`src/rtl/lmr_pkg.sv`:
```
package lmr_pkg;

	// Register byte addresses on the 32-bit processor bus
	localparam logic [7:0] LMR_ADDR_FAULT = 8'h1c;
	localparam logic [7:0] LMR_ADDR_RSVD  = 8'h20;
	localparam logic [7:0] LMR_ADDR_PHY   = 8'h24;
	localparam logic [7:0] LMR_ADDR_CFG   = 8'h28;

	// Reset value of every register
	localparam logic [31:0] LMR_RESET_VAL = 32'h0000_0000;

	// Field positions, given as LSB-numbered indices (bit 00 is index 31)
	localparam int LMR_FI_HDR    = 31;
	localparam int LMR_FI_PAY    = 30;
	localparam int LMR_FI_DROP   = 29;
	localparam int LMR_FI_OVR    = 28;
	localparam int LMR_FI_SUPP   = 27;
	localparam int LMR_FI_ACK_LO = 16;
	localparam int LMR_FI_PING_LO = 0;
	localparam int LMR_PH_RD     = 31;
	localparam int LMR_PH_WR     = 30;
	localparam int LMR_PH_ADR_LO = 24;
	localparam int LMR_PH_DAT_LO = 16;
	localparam int LMR_PH_RAD_LO = 8;
	localparam int LMR_PH_RDT_LO = 0;
	localparam int LMR_CF_PROT   = 31;
	localparam int LMR_CF_TM_LO  = 28;
	localparam int LMR_CF_DSP_LO = 20;
	localparam int LMR_CF_PSP_LO = 16;

	// Writable bit masks per register
	localparam logic [31:0] LMR_MASK_FAULT = 32'hf8ff_0000;
	localparam logic [31:0] LMR_MASK_PHY   = 32'hcfff_0000;
	localparam logic [31:0] LMR_MASK_CFG   = 32'hb077_0000;

	// Ping timer tick and its length in clock cycles
	localparam int LMR_CLK_NS     = 10;
	localparam int LMR_PING_NS    = 40;
	localparam int LMR_PING_CYC   = LMR_PING_NS / LMR_CLK_NS;
	localparam logic [8:0] LMR_PING_MAX = 9'h1ff;

	// Transfer kind encodings
	typedef enum logic [1:0] {
		LMR_TK_PIO  = 2'h0,
		LMR_TK_MDMA = 2'h1,
		LMR_TK_RSVD = 2'h2,
		LMR_TK_UDMA = 2'h3
	} lmr_kind_e;

	localparam logic [2:0] LMR_MDMA_MAX = 3'h2;
	localparam logic [2:0] LMR_UDMA_MAX = 3'h4;
	localparam logic [2:0] LMR_PIO_MAX  = 3'h4;

	// Decoded storage interface configuration
	typedef struct packed {
		logic      packetProtocolSelect;
		lmr_kind_e transferKind;
		logic [2:0] blockTransferSpeed;
		logic [2:0] programmedIoSpeed;
		logic [2:0] udmaMode;
		logic      speedValid;
	} lmr_cfg_s;

	// PHY register request
	typedef struct packed {
		logic       valid;
		logic       write;
		logic [3:0] addr;
		logic [7:0] data;
	} lmr_phy_req_s;

	// Transmit fault commands
	typedef struct packed {
		logic       headerFault;
		logic       payloadFault;
		logic       dropPacket;
		logic       ackOverride;
		logic [7:0] ackValue;
		logic       ackSuppress;
	} lmr_fault_s;

endpackage

```
`src/rtl/lmr_regs.sv`:
```
`timescale 1ns/1ps
// Notes on behaviour
// - Header fault corrupts next packet header, then clears.
// - Payload fault corrupts next data check, then clears.
// - Drop bit discards next primary packet, then clears.
// - Override bit sends stored ack, then clears.
// - Suppress bit withholds next ack, then clears.
// - Eight-bit read/write override ack field.
// - Read-only ping time, 40 ns steps.
// - All registers clear to zero at reset.
// - Read bit issues PHY read request, then clears.
// - Write bit issues PHY write request, then clears.
// - Target address and write value fields read/write.
// - Returned address and value fields from PHY.
// - Bit 00 selects plain or packet protocol.
// - Transfer kind: PIO, multiword, ultra; 10 reserved.
// - Multiword speed 0-2 valid, others reserved.
// - Ultra speed 0-4 map to modes 0,1,1,2,3.
// - PIO speed 0-4 valid, others reserved.
// - Bit 00 is the register's most significant bit.
module lmr_regs
	import lmr_pkg::*;
(
	input  wire logic         clk_sys,
	input  wire logic         rst_n,
	input  wire logic [7:0]   busAddr,
	input  wire logic         busWrite,
	input  wire logic         busRead,
	input  wire logic [31:0]  busWdata,
	output logic [31:0]       busRdata,
	input  wire logic         txPrimaryDone,
	input  wire logic         txAckDone,
	output lmr_fault_s        faultCmd,
	input  wire logic         pingStart,
	input  wire logic         pingAnswer,
	output lmr_phy_req_s      phyReq,
	input  wire logic         phyReqTaken,
	input  wire logic         phyRetValid,
	input  wire logic [3:0]   phyRetAddr,
	input  wire logic [7:0]   phyRetData,
	output lmr_cfg_s          cfgOut
);

	logic [31:0] faultReg_r;
	logic [31:0] phyReg_r;
	logic [31:0] cfgReg_r;
	logic [8:0]  pingTime_r;
	logic [1:0]  pingDiv_r;
	logic        pingRun_r;
	logic        pingStartS1_r, pingStartS2_r, pingStartS3_r;
	logic        pingAnsS1_r, pingAnsS2_r, pingAnsS3_r;
	logic        pingStartEdge, pingAnsEdge;
	logic        wrFault, phy_write_request, wrCfg;

	// Write strobes; reserved slot and unmapped addresses take nothing
	assign wrFault = busWrite && (busAddr == LMR_ADDR_FAULT);
	assign phy_write_request   = busWrite && (busAddr == LMR_ADDR_PHY);
	assign wrCfg   = busWrite && (busAddr == LMR_ADDR_CFG);

	// Fault register: one-shot bits cleared by their event, set wins
	always_ff @(posedge clk_sys or negedge rst_n)
	begin
		if (!rst_n)
			faultReg_r <= LMR_RESET_VAL;
		else
		begin
			logic [31:0] v;
			v = faultReg_r;
			if (txPrimaryDone)
			begin
				v[LMR_FI_HDR]  = 1'b0;
				v[LMR_FI_PAY]  = 1'b0;
				v[LMR_FI_DROP] = 1'b0;
			end
			if (txAckDone)
			begin
				v[LMR_FI_OVR]  = 1'b0;
				v[LMR_FI_SUPP] = 1'b0;
			end
			if (wrFault)
				v = (v & ~LMR_MASK_FAULT) | (busWdata & LMR_MASK_FAULT) | (v & busWdata & LMR_MASK_FAULT);
			faultReg_r <= v & LMR_MASK_FAULT;
		end
	end

	// Ping timer synchronisers
	always_ff @(posedge clk_sys or negedge rst_n)
	begin
		if (!rst_n)
		begin
			pingStartS1_r <= 1'b0;
			pingStartS2_r <= 1'b0;
			pingAnsS1_r   <= 1'b0;
			pingAnsS2_r   <= 1'b0;
			pingStartS3_r <= 1'b0;
			pingAnsS3_r   <= 1'b0;
		end
		else
		begin
			pingStartS1_r <= pingStart;
			pingStartS2_r <= pingStartS1_r;
			pingAnsS1_r   <= pingAnswer;
			pingAnsS2_r   <= pingAnsS1_r;
			pingStartS3_r <= pingStartS2_r;
			pingAnsS3_r   <= pingAnsS2_r;
		end
	end

	// Edge detectors, so a line held high starts or stops the timer only once
	assign pingStartEdge = pingStartS2_r && !pingStartS3_r;
	assign pingAnsEdge   = pingAnsS2_r && !pingAnsS3_r;

	// Ping timer counts 40 ns steps from start to answer, saturating
	always_ff @(posedge clk_sys or negedge rst_n)
	begin
		if (!rst_n)
		begin
			pingTime_r <= '0;
			pingDiv_r  <= '0;
			pingRun_r  <= 1'b0;
		end
		else if (pingStartEdge && !pingRun_r)
		begin
			pingTime_r <= '0;
			pingDiv_r  <= '0;
			pingRun_r  <= 1'b1;
		end
		else if (pingRun_r)
		begin
			if (pingAnsEdge)
				pingRun_r <= 1'b0;
			else if (pingDiv_r == 2'(LMR_PING_CYC - 1))
			begin
				pingDiv_r <= '0;
				if (pingTime_r != LMR_PING_MAX)
					pingTime_r <= pingTime_r + 9'h001;
			end
			else
				pingDiv_r <= pingDiv_r + 2'h1;
		end
	end

	// Phy_register_access register: request bits clear when taken, returns captured
	always_ff @(posedge clk_sys or negedge rst_n)
	begin
		if (!rst_n)
			phyReg_r <= LMR_RESET_VAL;
		else
		begin
			logic [31:0] v;
			v = phyReg_r;
			if (phyReqTaken)
			begin
				v[LMR_PH_RD] = 1'b0;
				v[LMR_PH_WR] = 1'b0;
			end
			if (phyRetValid)
			begin
				v[LMR_PH_RAD_LO +: 4] = phyRetAddr;
				v[LMR_PH_RDT_LO +: 8] = phyRetData;
			end
			if (phy_write_request)
				v = (v & ~LMR_MASK_PHY) | (busWdata & LMR_MASK_PHY);
			phyReg_r <= v;
		end
	end

	// Configuration register, loaded by firmware
	always_ff @(posedge clk_sys or negedge rst_n)
	begin
		if (!rst_n)
			cfgReg_r <= LMR_RESET_VAL;
		else if (wrCfg)
			cfgReg_r <= busWdata & LMR_MASK_CFG;
	end

	// Read data; bit 00 is the word MSB
	always_ff @(posedge clk_sys or negedge rst_n)
	begin
		if (!rst_n)
			busRdata <= '0;
		else if (busRead)
		begin
			unique case (busAddr)
				LMR_ADDR_FAULT: busRdata <= faultReg_r | {23'h0, pingTime_r};
				LMR_ADDR_PHY:   busRdata <= phyReg_r;
				LMR_ADDR_CFG:   busRdata <= cfgReg_r;
				default:        busRdata <= '0;
			endcase
		end
	end

	// Outputs to the transmitter, PHY interface and storage sequencer
	always_ff @(posedge clk_sys or negedge rst_n)
	begin
		if (!rst_n)
		begin
			faultCmd <= '0;
			phyReq   <= '0;
			cfgOut   <= '0;
		end
		else
		begin
			faultCmd.headerFault  <= faultReg_r[LMR_FI_HDR];
			faultCmd.payloadFault <= faultReg_r[LMR_FI_PAY];
			faultCmd.dropPacket   <= faultReg_r[LMR_FI_DROP];
			faultCmd.ackOverride  <= faultReg_r[LMR_FI_OVR];
			faultCmd.ackValue     <= faultReg_r[LMR_FI_ACK_LO +: 8];
			faultCmd.ackSuppress  <= faultReg_r[LMR_FI_SUPP];
			phyReq.valid <= (phyReg_r[LMR_PH_RD] | phyReg_r[LMR_PH_WR]) & ~phyReqTaken;
			phyReq.write <= phyReg_r[LMR_PH_WR];
			phyReq.addr  <= phyReg_r[LMR_PH_ADR_LO +: 4];
			phyReq.data  <= phyReg_r[LMR_PH_DAT_LO +: 8];
			cfgOut.packetProtocolSelect <= cfgReg_r[LMR_CF_PROT];
			cfgOut.transferKind <= lmr_kind_e'(cfgReg_r[LMR_CF_TM_LO +: 2]);
			cfgOut.blockTransferSpeed <= cfgReg_r[LMR_CF_DSP_LO +: 3];
			cfgOut.programmedIoSpeed  <= cfgReg_r[LMR_CF_PSP_LO +: 3];
			// Ultra table repeats mode 1 at setting 2
			case (cfgReg_r[LMR_CF_DSP_LO +: 3])
				3'h0:    cfgOut.udmaMode <= 3'h0;
				3'h1:    cfgOut.udmaMode <= 3'h1;
				3'h2:    cfgOut.udmaMode <= 3'h1;
				3'h3:    cfgOut.udmaMode <= 3'h2;
				default: cfgOut.udmaMode <= 3'h3;
			endcase
			case (cfgReg_r[LMR_CF_TM_LO +: 2])
				LMR_TK_PIO:  cfgOut.speedValid <= cfgReg_r[LMR_CF_PSP_LO +: 3] <= LMR_PIO_MAX;
				LMR_TK_MDMA: cfgOut.speedValid <= cfgReg_r[LMR_CF_DSP_LO +: 3] <= LMR_MDMA_MAX;
				LMR_TK_UDMA: cfgOut.speedValid <= cfgReg_r[LMR_CF_DSP_LO +: 3] <= LMR_UDMA_MAX;
				default:     cfgOut.speedValid <= 1'b0;
			endcase
		end
	end

endmodule

```
`config.mk`:
```
export PLATFORM = sky130hd
export DESIGN_NAME = lmr_regs
export DESIGN_NICKNAME = d
export VERILOG_FILES = /design/src/rtl/lmr_pkg.sv /design/src/rtl/lmr_regs.sv
export SDC_FILE = /design/constraint.sdc
export NUM_CORES = 1
export LEC_CHECK = 0
export ABC_AREA = 0
export BUFFER_PORTS_ARGS = -buffer_cell sky130_fd_sc_hd__buf_2
export CAP_MARGIN = 5
export CORE_MARGIN = 3
export CORE_UTILIZATION = 43
export CTS_CLUSTER_SIZE = 12
export DETAILED_ROUTE_END_ITERATION = 8
export GPL_ROUTABILITY_DRIVEN = 1
export MAX_ROUTING_LAYER = met4
export PLACE_DENSITY = 0.74
export SKIP_LAST_GASP = 1
export SYNTH_ARGS = -nofsm -noshare
export SYNTH_HDL_FRONTEND = slang
export SYNTH_SLANG_ARGS = --single-unit
```
`constraint.sdc`:
```
create_clock -name clk_sys -period 3.84 [get_ports clk_sys]
set_input_delay 0.576 -clock clk_sys [delete_from_list [all_inputs] [get_ports clk_sys]]
set_output_delay 0.576 -clock clk_sys [all_outputs]
set_load 0.02 [all_outputs]
```
# [After elaboration in Yosys (flattened, before gate mapping)]
# Cells that the tools add are included.
[classes] n_mux=21 n_reduce_logical=18 add_sub_neg=2 n_eq_ne=11 bitwise_logic=7 n_lt_le_gt_ge=3
[ops] cell="32-bit one-hot mux with 3 select lines" count=1
[ops] cell="32-bit 2-to-1 mux" count=2
[ops] cell="9-bit 2-to-1 mux" count=5
[ops] cell="32-bit bitwise AND" count=1
[ops] cell="30-bit by 32-bit bitwise OR with 32-bit output" count=1
[ops] cell="32-bit bitwise OR" count=1
[ops] cell="32-bit by 9-bit bitwise OR with 32-bit output" count=1
[ops] cell="8-bit by 6-bit equality test with 1-bit output, second input constant" count=2
[ops] cell="12-bit 2-to-1 mux" count=1
[ops] cell="2-bit 2-to-1 mux" count=6
[ops] cell="9-bit by 1-bit adder with 9-bit output, second input constant" count=1
[ops] cell="9-bit != test, second input constant" count=1
[ops] cell="8-bit by 5-bit equality test with 1-bit output, second input constant" count=1
[ops] cell="2-bit nonzero test" count=4
[ops] cell="3-bit by 2-bit equality test with 1-bit output, second input constant" count=2
[ops] cell="3-bit less-or-equal comparator, second input constant" count=2
[ops] cell="1-bit logical AND" count=6
[ops] cell="2-bit one-hot mux with 3 select lines" count=1
[ops] cell="2-bit equality test, second input constant" count=2
[ops] cell="4-bit AND reduction" count=1
[ops] cell="3-bit by 1-bit equality test with 1-bit output, second input constant" count=1
[ops] cell="3-bit by 2-bit less-or-equal comparator with 1-bit output, second input constant" count=1
[ops] cell="1-bit zero test" count=3
[ops] cell="3-bit zero test" count=1
[ops] cell="other kinds (12)" count=14
[totals] word_cells=94 in_bits=62 out_inout_bits=72 reg_bits=143

# [Longest topological paths before layout]
[logic_depth] word_depth=6 depth_mapped=9 ltp_nobuf=8

# [Worst setup path after synthesis]
# OpenSTA, ideal clock, no wires.
[synth_timing] path_type="register -> register" startpoint="reg pingTime_r[0]" endpoint="reg pingTime_r[2]" stages_incl_launch_ff=10 t_required_ps=3712 synth_period_minus_slack_ps=1923 slack_ps=1917 path_buffers=1 setup_ps=128 arrival_time_ps=1795 path_cell_list="dfrtp_1 > ha_1 > nand3_1 > nor2_1 > ha_1 > nand2b_1 > or3b_1 > clkbuf_1 > o21ai_0 > o31ai_1"
[synth_between] elab_chain_cells=6 word_cells_on_any_way=9 classes_between="add/sub: 1; eq/ne: 1; mux: 5; reduce/logical: 2"
[synth_rtl] element="start, declared" line="lmr_regs.sv:47" source="logic [8:0] pingTime_r;"
[synth_rtl] element="start signal, assigned" line="lmr_regs.sv:136" source="pingTime_r <= pingTime_r + 9'h001;"
[synth_rtl] element="9-bit by 1-bit adder with 9-bit output" line="lmr_regs.sv:136"
[synth_rtl] element="9-bit 2-to-1 mux" line="lmr_regs.sv:135" source="if (pingTime_r != LMR_PING_MAX)"
[synth_rtl] element="9-bit 2-to-1 mux" line="lmr_regs.sv:132" source="else if (pingDiv_r == 2'(LMR_PING_CYC - 1))"
[synth_rtl] element="9-bit 2-to-1 mux" line="lmr_regs.sv:130" source="if (pingAnsEdge)"
[synth_rtl] element="9-bit 2-to-1 mux" line="lmr_regs.sv:128" source="else if (pingRun_r)"
[synth_rtl] element="9-bit 2-to-1 mux" line="lmr_regs.sv:122" source="else if (pingStartEdge && !pingRun_r)"
# Parallel ways exist; a longest one is shown, timed or not. The select of a mux whose other input is x is not followed.
# A chain may end at the register's enable or synchronous reset.

# [Final worst setup path]
# Same ends and word-level chain as after synthesis.

==> impl_metrics.tcl <==
set metrics [dict create \
    finalHoldViolations 0 \
    ys.flop_type "dfrtp_1" \
    cp_data_arrival_time_ps 2410 \
    die_area_um2 13100 \
    grt_setup_unrepaired "no" \
    cap_violations 0 \
    grt_pass1_wl_mm 17.8 \
    seq_area_frac_synth_pct 66.6 \
    worst_slack_ps 1710 \
    num_rows 38 \
    antenna_found_initial 0 \
    via_count 3227 \
    hold_buffers 0 \
    critPathMaxFanout 5 \
    clkTransAtPathRegs_ps 60 \
    clock_sinks 134 \
    area_growth_pct 24.8 \
    crit_path_end_kind "flop" \
    initial_core_util_pct 45.3 \
    hp-class "in -> reg" \
    synth_compound_gate_area_share_pct 8.72 \
    syn_avg_cell_area_um2 14.6 \
    cts_resized 0 \
    diodes 0 \
    required_ps 4120 \
    skew_ps 7.06 \
    postCtsSetupBuffers 0 \
    synth_top_family_by_area "multiplexers" \
    wl_per_cell_um 17.6 \
    drt_pass1_iterations 4 \
    slew_headroom_pct 28.5 \
    yosysTopAreaCell "dfrtp_1" \
    synth-async-reset-ratio_pct 100 \
    yosys.cell_types.count 42 \
    die_w_um 114 \
    postRouteAntennaNets 0 \
    synth_cells 346 \
    power_mw 3.32 \
    cts_buffers 17 \
    htreeDepth 4 \
    design_area_um2 6290 \
    drtIter0Drc 176 \
    drive_above_1_share_pct 40.8 \
    ir_drop_uv 309 \
    drc 0 \
    io_buffers 116 \
    cts_tree "built" \
    fillers 921 \
    ys_seq_elements 134 \
    synth.most_common_cell "dfrtp_1" \
    synthMuxAreaShare_pct 10.5 \
    synth_area_um2 5040 \
    yosys_warnings 0 \
    grt_usage_pct 18.3 \
    final_nets 529 \
    holdWs_ps 273 \
    root_buffer "clkbuf_16" \
    synthTopCellsByCount "dfrtp_1, mux2_2, nor2b_1, a221o_1, nor2_1" \
    synth_edf_count 0 \
    viasPerCell 5.24 \
    synth-adder-area-share_pct 0.745 \
    cp-start-kind "flop" \
    setup_viol 0 \
    dpl.hpwl_mm 7.20 \
    core_um2 11100 \
    netlist.area_leader.share_pct 66.6 \
    worstMarginPinSlew_ps 1070 \
    path_class "reg -> reg" \
    power.density_nw_per_um2 528 \
    overflow 0 \
    p_leak_nw 3.35 \
    pin_count 134 \
    placed_area_um2 5700 \
    status "complete, no violations" \
    setup_tns_ps 0 \
    min_period_over_period_pct 55.6 \
    wl_mm 10.8 \
    clockBufferDepth 2 \
    die-height_um 114 \
    place_congestion 0.844 \
    synth_area_leaders "dfrtp_1, mux2_2, a221o_1" \
    grt_max_degree 123 \
    place_ws_ps 1360 \
    fmax_mhz 468 \
    worstSkewPairLatency_ps 410 \
    synth_xor_area_share_pct 1.22 \
    fin_crit_ps 2130 \
    synth.net_count 411 \
    synth-simple-area-share_pct 9.19 \
    drv_slew 0 \
    first_global_vias 3461 \
]
==> flip-flops by register name, indices dropped and copies added, names as in the netlist, 9 cells and up <==
| name | cells |
|---|---|
| pingTime_r | 9 |
| phyReq | 14 |
| phyReg_r | 26 |
| busRdata | 29 |
| faultReg_r | 13 |
| cfgReg_r | 9 |
| faultCmd | 13 |
| cfgOut | 12 |
==> worst max-delay path, cell delays in order (launching register included) <==
cell and delay (ps):
dfrtp_1 420, ha_1 250, nand3_1 90, nor2_1 40, ha_1 180, nand2b_1 190, or3b_1 500, o21ai_0 240
o31ai_1 100
==> cell usage in the layout, fill, tap and decap left out, types with 3 or more instances in the layout <==
master | netlist | routed
clkinv_4 | 0 | 5
inv_6 | 0 | 3
a22o_1 | 6 | 6
nor2_1 | 18 | 18
ha_1 | 3 | 3
buf_2 | 3 | 115
nor2b_1 | 20 | 20
a22oi_1 | 9 | 9
inv_1 | 9 | 9
and3_1 | 4 | 4
mux2_4 | 8 | 8
mux2_2 | 32 | 32
a221o_1 | 19 | 19
o2bb2ai_1 | 3 | 3
nand3b_1 | 5 | 5
nand4_1 | 4 | 4
clkbuf_16 | 0 | 17
mux2i_1 | 5 | 5
nand2b_1 | 6 | 6
xor2_1 | 3 | 3
dfrtp_1 | 134 | 134
xnor2_1 | 4 | 4
a21oi_1 | 3 | 3
nand2_1 | 3 | 3
o21ai_0 | 9 | 9
==> final timing paths <==
path | from | endpoint | slack [ps] | cells after the start
worst max-delay path | pingTime_r[0]$_DFFE_PN0P_ | pingTime_r[2]$_DFFE_PN0P_ | 1710 | 8
worst min-delay path | pingAnswer | pingAnsS1_r$_DFF_PN0_ | 270 | 1
worst max register to register | pingTime_r[0]$_DFFE_PN0P_ | pingTime_r[2]$_DFFE_PN0P_ | 1710 | 8
worst min register to register | pingStartS1_r$_DFF_PN0_ | pingStartS2_r$_DFF_PN0_ | 350 | 0
max in group asynchronous | rst_n | cfgOut[2]$_DFF_PN0_ | 2700 | 2
min in group asynchronous | rst_n | pingStartS1_r$_DFF_PN0_ | 300 | 1
==> area by class of cell <==
class                      count  area, um^2  area share (%)
sequential                   134        3350            53.3
multi-input combinational    184        1540            24.4
timing repair buffer         118         602            9.57
clock buffer                  18         439            6.99
tap                          140         175            2.79
clock inverter                13         148            2.35
inverter                       9        33.8           0.537
==> stage by stage <==
stage | instances | util (%)
4_1_cts | 616 | 56.5
2_1_floorplan | 346 | -
6_report | 616 | 56.5
5_1_grt | 616 | 56.5
3_5_place_dp | 585 | 51.2
3_3_place_gp | 585 | 51.2
==> kinds of logic (layout without fill, tap and decap cells) <==
logic type	count (synthesis)	count (layout)
xor gates and xnor gates	7	7
muxes	45	45
buffers and inverters	28	158
and+or+nand+nor	74	74
AOI/OAI and AO/OA	54	54
other	1	1
adders and majority gates	3	3
DFF	134	134
==> report_power, final <==
part | internal (mW) | switching (mW) | total [mW]
clock network | 0.976 | 0.608 | 1.58
logic | 0.0876 | 0.121 | 0.209
registers | 1.48 | 0.0479 | 1.53
==> layer usage <==
layer	routed length (um)	up-vias	part of all wire [%]	GRT usage (%)
met1	4620	1646	43	22.5
met3	570	13	5.3	4.55
met4	165	0	1.5	7.84
li1	-	1475	-	-
met5	0	-	0	-
met2	5460	93	50	28.8
No activity file was read; power rests on OpenSTA's default activity.
